[config.mk]
export PLATFORM = sky130hd
export DESIGN_NAME = timer_host_flat
export DESIGN_NICKNAME = d
export VERILOG_FILES = /design/src/verilog/timer_pkg.sv /design/src/verilog/timer_link_if.sv /design/src/verilog/timer_host.sv /design/src/flat_wrapper.sv
export SDC_FILE = /design/constraint.sdc
export NUM_CORES = 1
export LEC_CHECK = 0
export BUFFER_PORTS_ARGS = -buffer_cell sky130_fd_sc_hd__buf_2
export CAP_MARGIN = 15
export CELL_PAD_IN_SITES_DETAIL_PLACEMENT = 1
export CELL_PAD_IN_SITES_GLOBAL_PLACEMENT = 2
export CORE_MARGIN = 2
export CORE_UTILIZATION = 36
export DETAILED_ROUTE_END_ITERATION = 8
export PLACE_DENSITY = 0.91
export SLEW_MARGIN = 20
export SYNTH_ARGS = -nofsm -noshare
export SYNTH_HDL_FRONTEND = slang
export SYNTH_SLANG_ARGS = --single-unit
export TNS_END_PERCENT = 20
[constraint.sdc]
create_clock -name MCLK_I -period 2.95 [get_ports MCLK_I]
set_clock_uncertainty 0.15 [all_clocks]
set_input_delay 0.4425 -clock MCLK_I [delete_from_list [all_inputs] [get_ports MCLK_I]]
set_output_delay 0.4425 -clock MCLK_I [all_outputs]
set_load 0.05 [all_outputs]
[src/verilog/timer_pkg.sv]
package timer_pkg;
  // link addresses of the timer: three count ports and one control port
  localparam logic [7:0] CNT0_ADDR = 8'hd0;
  localparam logic [7:0] COUNTER_ONE_COUNT_PORT = 8'hd2;
  localparam logic [7:0] CNT2_ADDR = 8'hd4;
  localparam logic [7:0] TIMER_CONTROL_WORD_PORT = 8'hd6;
  localparam logic [4:0] BLOCK_BASE = 5'h1a;
  localparam logic [1:0] CTRL_SEL = 2'h3;
  // control word fields
  localparam int SEL_LO = 6;
  localparam int RW_LO = 4;
  localparam int MODE_LO = 1;
  typedef enum logic [1:0] {
    BYTES_LATCH = 2'h0,
    BYTES_LSB = 2'h1,
    BYTES_MSB = 2'h2,
    BYTES_BOTH = 2'h3
  } byte_mode_t;
  localparam logic [7:0] LATCH_CNT1_WORD = 8'h40;
  localparam logic [1:0] MODE_RATE = 2'h2;
  localparam logic [1:0] MODE_SQUARE = 2'h3;
  localparam logic [2:0] MODE_RESET = 3'h0;
  localparam logic [1:0] BYTES_RESET = 2'h3;
  // count clock rates
  localparam int TIMER_CLK_HZ = 1230000;
  localparam int CNT1_CLK_HZ = 153600;
  localparam int FAST_CLK_HZ = 2460000;
  // divisor for a baud rate and clock multiplier of 1, 16 or 64
  function automatic int baud_divisor(input int clk_hz, input int baud, input int mult);
    return clk_hz / (baud * mult);
  endfunction
  // count for an interval in microseconds at a given count clock
  function automatic longint interval_count(input longint us, input longint clk_hz);
    return (us * clk_hz) / 64'd1000000;
  endfunction
  // host register map on the avalon side
  localparam logic [3:0] AV_CMD_OFS = 4'h0;
  localparam logic [3:0] AV_RESULT_OFS = 4'h4;
  localparam logic [3:0] AV_CFG_OFS = 4'h8;
  localparam logic [2:0] CFG_RESET = 3'h3;
  typedef enum logic [1:0] {
    OP_WRITE = 2'h0,
    OP_READ = 2'h1,
    OP_LATCH_READ = 2'h2,
    OP_LOAD16 = 2'h3
  } op_t;
endpackage

[src/verilog/timer_link_if.sv]
`timescale 1ns/1ps
interface timer_link_if;
  logic [7:0] addr;
  logic [7:0] wdata;
  logic wr;
  logic rd;
  logic [7:0] rdata;
  logic ack;
  logic gate0;
  logic gate1;
  modport dev (input addr, input wdata, input wr, input rd, input gate0, input gate1,
               output rdata, output ack);
  modport host (output addr, output wdata, output wr, output rd, output gate0,
                output gate1, input rdata, input ack);
endinterface

[src/verilog/timer_host.sv]
// Our own choice: the Avalon-MM register port.
`timescale 1ns/1ps
// Operation
// - direct reads need counter stopped by gate; counter 2 has no gate here, its gate is tied high
// - latch word to control port, then read
// - finish a started read before other operations
// - read bytes match programmed byte mode
// - latch word 40h, read lsb then msb
// - counters drive two interrupts and baud clock
// - loaded count divides counter input clock
// - synchronous divisor is clock over baud
// - asynchronous divisor also divides by multiplier
// - doubled input clock doubles every divisor; host doubles counter 2 loads only
// - counters 0,1 clocked separately, may chain
// - interval timer: mode 0, count T times C
// - three count ports plus one control port
module timer_host (
  input wire logic MCLK_I,
  input wire logic ARST_N_I,
  timer_link_if.host LINK,
  input wire logic [3:0] AVS_ADDRESS_I,
  input wire logic AVS_READ_I,
  input wire logic AVS_WRITE_I,
  input wire logic [31:0] AVS_WRITEDATA_I,
  output logic [31:0] AVS_READDATA_O,
  output logic AVS_WAITREQUEST_O,
  output logic BUSY_O
);
  import timer_pkg::*;

  typedef enum logic [2:0] {
    S_IDLE = 3'b001,
    S_ISSUE = 3'b010,
    S_WAIT = 3'b100
  } state_t;

  state_t state_reg;
  state_t state_next;
  logic wait_reg;
  logic [31:0] rdata_reg;
  logic [2:0] cfg_reg;
  logic busy_reg;

  logic [15:0] result_reg;
  timer_pkg::op_t op_reg;
  logic [1:0] idx_reg;
  logic [7:0] byte_reg;
  logic [15:0] value_reg;
  logic [1:0] phase_reg;

  logic [7:0] addr_reg;
  logic [7:0] wdata_reg;
  logic wr_reg;
  logic rd_reg;

  wire busy = state_reg != S_IDLE;
  wire req = AVS_READ_I || AVS_WRITE_I;
  wire cmd_sel = AVS_ADDRESS_I == AV_CMD_OFS;
  wire res_sel = AVS_ADDRESS_I == AV_RESULT_OFS;
  wire cfg_sel = AVS_ADDRESS_I == AV_CFG_OFS;
  // a new command stalls the bus until the previous sequence has ended
  wire blocked = AVS_WRITE_I && cmd_sel && busy;
  wire accept = req && wait_reg && !blocked;
  wire done = req && !wait_reg;
  wire cmd_take = done && AVS_WRITE_I && cmd_sel;
  wire [31:0] res_word = {15'h0000, busy, result_reg};
  wire [31:0] cfg_word = {29'h00000000, cfg_reg};
  wire [31:0] rd_mux = res_sel ? res_word : cfg_sel ? cfg_word : 32'h00000000;

  // config bit 2 says the count clock runs at twice the nominal rate
  wire fast_clk = cfg_reg[2];
  wire [15:0] cmd_value = AVS_WRITEDATA_I[31:16];
  wire [1:0] cmd_idx = AVS_WRITEDATA_I[9:8];
  // only counter 2 feeds the baud clock, so only its loads are doubled
  wire dbl = fast_clk && (cmd_idx == 2'h2) && (AVS_WRITEDATA_I[11:10] == OP_LOAD16);
  wire [15:0] load_value = dbl ? {cmd_value[14:0], 1'b0} : cmd_value;

  wire [7:0] cnt_addr = {BLOCK_BASE, idx_reg, 1'b0};
  wire [1:0] last_phase = (op_reg == OP_LATCH_READ || op_reg == OP_LOAD16) ? 2'h2 : 2'h0;
  wire seq_end = phase_reg == last_phase;
  wire is_read = (op_reg == OP_READ) || (op_reg == OP_LATCH_READ && phase_reg != 2'h0);
  // latch word names the counter with both byte bits clear
  wire [7:0] latch_word = {idx_reg, BYTES_LATCH, 4'h0};
  // the first access of a latched read or a load goes to the control port
  wire first_phase = phase_reg == 2'h0;
  wire ctrl_first = first_phase && (op_reg != OP_WRITE) && (op_reg != OP_READ);
  wire [7:0] issue_addr = ctrl_first ? TIMER_CONTROL_WORD_PORT : cnt_addr;
  wire [7:0] issue_data = (op_reg == OP_LATCH_READ) ? latch_word :
                          (op_reg != OP_LOAD16) ? byte_reg :
                          (phase_reg == 2'h0) ? byte_reg :
                          (phase_reg == 2'h1) ? value_reg[7:0] : value_reg[15:8];

  always_comb begin
    state_next = state_reg;
    unique case (state_reg)
      S_IDLE: begin
        if (cmd_take) begin
          state_next = S_ISSUE;
        end
      end
      S_ISSUE: begin
        // one idle cycle after each answer keeps strobes three cycles apart
        state_next = S_WAIT;
      end
      S_WAIT: begin
        if (LINK.ack) begin
          state_next = seq_end ? S_IDLE : S_ISSUE;
        end
      end
      // a corrupted one-hot code falls back to idle
      default: begin
        state_next = S_IDLE;
      end
    endcase
  end

  always_ff @(posedge MCLK_I or negedge ARST_N_I) begin
    if (!ARST_N_I) begin
      // waitrequest idles high so nothing completes before it is accepted
      wait_reg <= 1'b1;
      rdata_reg <= 32'h00000000;
      // gates start open, so counters 0 and 1 run as soon as they are loaded
      cfg_reg <= CFG_RESET;
    end else begin
      wait_reg <= !accept;
      if (accept && AVS_READ_I) begin
        rdata_reg <= rd_mux;
      end
      if (done && AVS_WRITE_I && cfg_sel) begin
        cfg_reg <= AVS_WRITEDATA_I[2:0];
      end
    end
  end

  always_ff @(posedge MCLK_I or negedge ARST_N_I) begin
    if (!ARST_N_I) begin
      state_reg <= S_IDLE;
      op_reg <= OP_WRITE;
      idx_reg <= 2'h0;
      byte_reg <= 8'h00;
      value_reg <= 16'h0000;
      phase_reg <= 2'h0;
    end else begin
      state_reg <= state_next;
      if (state_reg == S_IDLE && cmd_take) begin
        op_reg <= op_t'(AVS_WRITEDATA_I[11:10]);
        idx_reg <= cmd_idx;
        byte_reg <= AVS_WRITEDATA_I[7:0];
        value_reg <= load_value;
        phase_reg <= 2'h0;
      end else if (state_reg == S_WAIT && LINK.ack && !seq_end) begin
        // phase steps through control word, low byte, high byte
        phase_reg <= phase_reg + 2'h1;
      end
    end
  end

  always_ff @(posedge MCLK_I or negedge ARST_N_I) begin
    if (!ARST_N_I) begin
      result_reg <= 16'h0000;
    end else if (state_reg == S_WAIT && LINK.ack && is_read) begin
      // first byte of a latched read is the low half
      if (op_reg == OP_READ) begin
        result_reg <= {8'h00, LINK.rdata};
      end else if (phase_reg == 2'h1) begin
        result_reg[7:0] <= LINK.rdata;
      end else begin
        result_reg[15:8] <= LINK.rdata;
      end
    end
  end

  // link strobes last one cycle and the link stays idle until the answer
  always_ff @(posedge MCLK_I or negedge ARST_N_I) begin
    if (!ARST_N_I) begin
      addr_reg <= 8'h00;
      wdata_reg <= 8'h00;
      wr_reg <= 1'b0;
      rd_reg <= 1'b0;
    end else begin
      wr_reg <= (state_reg == S_ISSUE) && !is_read;
      rd_reg <= (state_reg == S_ISSUE) && is_read;
      if (state_reg == S_ISSUE) begin
        addr_reg <= issue_addr;
        wdata_reg <= issue_data;
      end
    end
  end

  // busy is registered so the status pin comes straight from a flop
  always_ff @(posedge MCLK_I or negedge ARST_N_I) begin
    if (!ARST_N_I) begin
      busy_reg <= 1'b0;
    end else begin
      busy_reg <= state_next != S_IDLE;
    end
  end

  assign LINK.addr = addr_reg;
  assign LINK.wdata = wdata_reg;
  assign LINK.wr = wr_reg;
  assign LINK.rd = rd_reg;
  assign LINK.gate0 = cfg_reg[0];
  assign LINK.gate1 = cfg_reg[1];
  assign AVS_READDATA_O = rdata_reg;
  assign AVS_WAITREQUEST_O = wait_reg;
  assign BUSY_O = busy_reg;
endmodule

[src/flat_wrapper.sv]
// flat-port wrapper written by rule: the top's interface ports become plain ports
module timer_host_flat import timer_pkg::*;
  (MCLK_I, ARST_N_I, AVS_ADDRESS_I, AVS_READ_I, AVS_WRITE_I, AVS_WRITEDATA_I, AVS_READDATA_O, AVS_WAITREQUEST_O, BUSY_O, LINK_addr, LINK_wdata, LINK_wr, LINK_rd, LINK_gate0, LINK_gate1, LINK_rdata, LINK_ack);
  timer_link_if LINK_i ();
  input wire logic MCLK_I;
  input wire logic ARST_N_I;
  input wire logic [3:0] AVS_ADDRESS_I;
  input wire logic AVS_READ_I;
  input wire logic AVS_WRITE_I;
  input wire logic [31:0] AVS_WRITEDATA_I;
  output logic [31:0] AVS_READDATA_O;
  output logic AVS_WAITREQUEST_O;
  output logic BUSY_O;
  output wire logic [$bits(LINK_i.addr)-1:0] LINK_addr;
  output wire logic [$bits(LINK_i.wdata)-1:0] LINK_wdata;
  output wire logic [$bits(LINK_i.wr)-1:0] LINK_wr;
  output wire logic [$bits(LINK_i.rd)-1:0] LINK_rd;
  output wire logic [$bits(LINK_i.gate0)-1:0] LINK_gate0;
  output wire logic [$bits(LINK_i.gate1)-1:0] LINK_gate1;
  input wire logic [$bits(LINK_i.rdata)-1:0] LINK_rdata;
  input wire logic [$bits(LINK_i.ack)-1:0] LINK_ack;
  assign LINK_addr = LINK_i.addr;
  assign LINK_wdata = LINK_i.wdata;
  assign LINK_wr = LINK_i.wr;
  assign LINK_rd = LINK_i.rd;
  assign LINK_gate0 = LINK_i.gate0;
  assign LINK_gate1 = LINK_i.gate1;
  assign LINK_i.rdata = LINK_rdata;
  assign LINK_i.ack = LINK_ack;
  timer_host u_core (.MCLK_I(MCLK_I), .ARST_N_I(ARST_N_I), .LINK(LINK_i), .AVS_ADDRESS_I(AVS_ADDRESS_I), .AVS_READ_I(AVS_READ_I), .AVS_WRITE_I(AVS_WRITE_I), .AVS_WRITEDATA_I(AVS_WRITEDATA_I), .AVS_READDATA_O(AVS_READDATA_O), .AVS_WAITREQUEST_O(AVS_WAITREQUEST_O), .BUSY_O(BUSY_O));
endmodule
==> flow_summary_export.csv <==
group,metric,value,unit
clocking,path_clk_slew,0.09,ns
sta,rsz0062_at_grt,"false",
placement,dp_hpwl,6680,um
power,power.internal,1830,uW
sta,setup_violations,0,
sta,hold_viol,0,
worst_setup_path,crit_path_end_kind,"flip-flop",
floorplan,start_util,36.7,%
power,p_per_area,570,nW/um2
clocking,cts_num_sinks,84,
synthesis,yosys.area.top_type,"dfrtp_1",
synthesis,synth.most_common_cell,"dfrtp_1",
sta,fmax,449,MHz
synthesis,ys.flop_type,"dfrtp_1",
placement,placed_cells,556,
layout,diodes,0,
synthesis,ys_seq_area_share,52.9,%
floorplan,io-pin-count,103,
placement,gp_congestion,0.762,
worst_setup_path,cp-start-kind,"flip-flop",
power,peakVddDrop,0.000240,V
sta,setup_tns,0,ns
clocking,ctsLongestPathBuffers,2,
synthesis,netlist_instances,352,
global_route,grt_overflow,0,
placement,dp_slack,0.765,ns
detailed_routing,drt_pass1_iterations,4,
synthesis,synth_area,3980,um2
synthesis,synth.distinct_cells,40,
detailed_routing,antenna_left,0,
synthesis,synth_top_area_share,50.3,%
power,p_switching,803,uW
synthesis,yosys_warnings,0,
clocking,cts_buffers,9,
power,swShare,30.5,%
global_route,grt_antenna_before_repair,0,
sta,finalCritPeriodShare,75.5,%
worst_setup_path,required,3.08,ns
power,p_clk_share,32.3,%
clocking,cts_tree,"yes",
global_route,grt_pass1_wl,14700,um
power,p_comb_share,17.2,%
detailed_routing,routed_via_density,4.80,
synthesis,syn-mean-instance-area,11.3,um2
synthesis,async_flop_share,100,%
detailed_routing,wl_per_cell,15.4,um
power,seqPwrFrac,50.6,%
clocking,cts_htree_levels,3,
detailed_routing,routed_wl,8850,um
synthesis,ys_top_cells_by_area,"dfrtp_1, mux2i_1, nand2_1, mux2_4, buf_4",
placement,port_buffers,80,
clocking,root_buffer,"clkbuf_8",
clocking,clk_latency,0.35,ns
layout,largest_reg_flops,17,
floorplan,die_area,11900,um2
global_route,grt.total_usage,16.1,%
floorplan,die_x,109,um
layout,fin_nets,479,
floorplan,core,10800,um2
detailed_routing,drt_iter0_drc,61,
layout,final_cells,573,
worst_setup_path,worstPathArrival,2.36,ns
synthesis,synth_edf_count,0,
layout,area_growth,15.8,%
sta,fin_ws,0.722,ns
sta,period_minus_slack,2.23,ns
floorplan,rows,38,
detailed_routing,drcViolationCount,0,
hold_path,holdCritPathClass,"in -> reg",
sta,maxSlewViolCount,0,
sta,worst_slew_pin_slew,0.672,ns
worst_setup_path,cp_max_fo,10,
synthesis,synth_common_cells,"dfrtp_1, nand2_1, mux2i_1",
detailed_routing,vias,2752,
global_route,grt_max_degree,49,
layout,drive_above_1_share,35.3,%
job,drv_cap,0,
synthesis,synth-seq-cells,84,
power,p_leak,0.00239,uW
layout,fillCellCount,1239,
worst_setup_path,worstSetupPathType,"reg -> reg",
global_route,grt_pass1_vias,2907,
outcome,outcome,"completed",
floorplan,die_height,109,um
sta,max-slew-margin-rel,54.9,%
-- layout make-up --
cell class	instances	area [um2]	share of cell area (%)
multi-input cells	246	1670	36.1
clock buffers	9	124	2.68
well taps	140	175	3.80
repair buffers	84	448	9.71
clock inverters	7	82.6	1.79
flip-flops and latches	84	2110	45.7
inverters	3	11.3	0.244
-- final timing paths --
kind,from,endpoint,slack (ns),cells past startpoint
max reg2reg,u_core.phase_reg[1],u_core.result_reg[12],0.72,5
min reg2reg,u_core.AVS_READDATA_O[5],u_core.AVS_READDATA_O[5],0.33,2
min,AVS_READ_I,u_core.AVS_WAITREQUEST_O,0.11,2
max in group asynchronous,ARST_N_I,u_core.cfg_reg[1],1.52,3
min in group asynchronous,ARST_N_I,u_core.AVS_READDATA_O[3],0.45,2
max,u_core.phase_reg[1],u_core.result_reg[12],0.72,5
-- power by group through the flow --
stage	logic (uW)	clock network, uW	registers (uW)
3_3_place_gp	440	0	1350
3_5_place_dp	457	0	1350
6_report	452	850	1330
5_1_grt	502	933	1350
4_1_cts	461	886	1330
2_1_floorplan	316	0	1370
-- cell usage in the layout, fill, tap and decap left out, drive strengths merged, types with 2 or more instances in the layout --
cell / n
nand4: 2
o211ai: 3
nor3: 2
inv: 6
mux2: 24
o21ai: 44
dfrtp: 80
nor2: 15
ha: 2
buf: 83
or3b: 2
mux2i: 24
nand2: 62
a22oi: 4
a22o: 9
nand2b: 3
or2: 3
dfstp: 4
a21oi: 13
clkbuf: 9
clkinvlp: 2
nor2b: 4
conb: 18
nor4b: 3
-- layer usage --
layer / share of wire [%] / global-route usage [%]
met5: 0 / 0
met1: 45 / 20.8
met4: 1.3 / 5.42
met3: 4.9 / 3.05
met2: 49 / 27.3
-- stage by stage --
step	hold slack, ns	util, %	total power, uW	area (um2)
floorplan	-0.00309	-	1680	4050
global placement	0.293	40.6	1790	4400
detailed placement	0.307	40.6	1810	4400
CTS	0.0987	42.6	2680	4610
global route	0.104	42.6	2780	4610
finish	0.110	42.6	2630	4610
-- cell families (layout without fill, tap and decap cells) --
| family | after synthesis | after routing | share of synthesized area (%) |
|---|---|---|---|
| and+or+nand+nor | 103 | 103 | 13.1 |
| buffers and inverters | 39 | 103 | 6.88 |
| muxes | 48 | 48 | 13.9 |
| other | 1 | 18 | 0.0941 |
| DFF | 84 | 84 | 52.9 |
| AOI/OAI and AO/OA | 74 | 74 | 12.2 |
| adders and majority gates | 2 | 2 | 0.628 |
| xor gates and xnor gates | 1 | 1 | 0.220 |
-- worst max-delay path, cell delays in order, from the launching register on --
cell	delay, ns
dfrtp_1	0.42
inv_1	0.09
ha_1	0.55
nor3_1	0.14
o21ai_1	0.57
a22o_1	0.25
-- what timing repair did --
item,CTS,global route
hold endpoints to repair,36,0
resized for setup,0,0
hold buffers,1,0
setup buffers,0,0
Note: power is estimated with default switching activity, not from simulation.
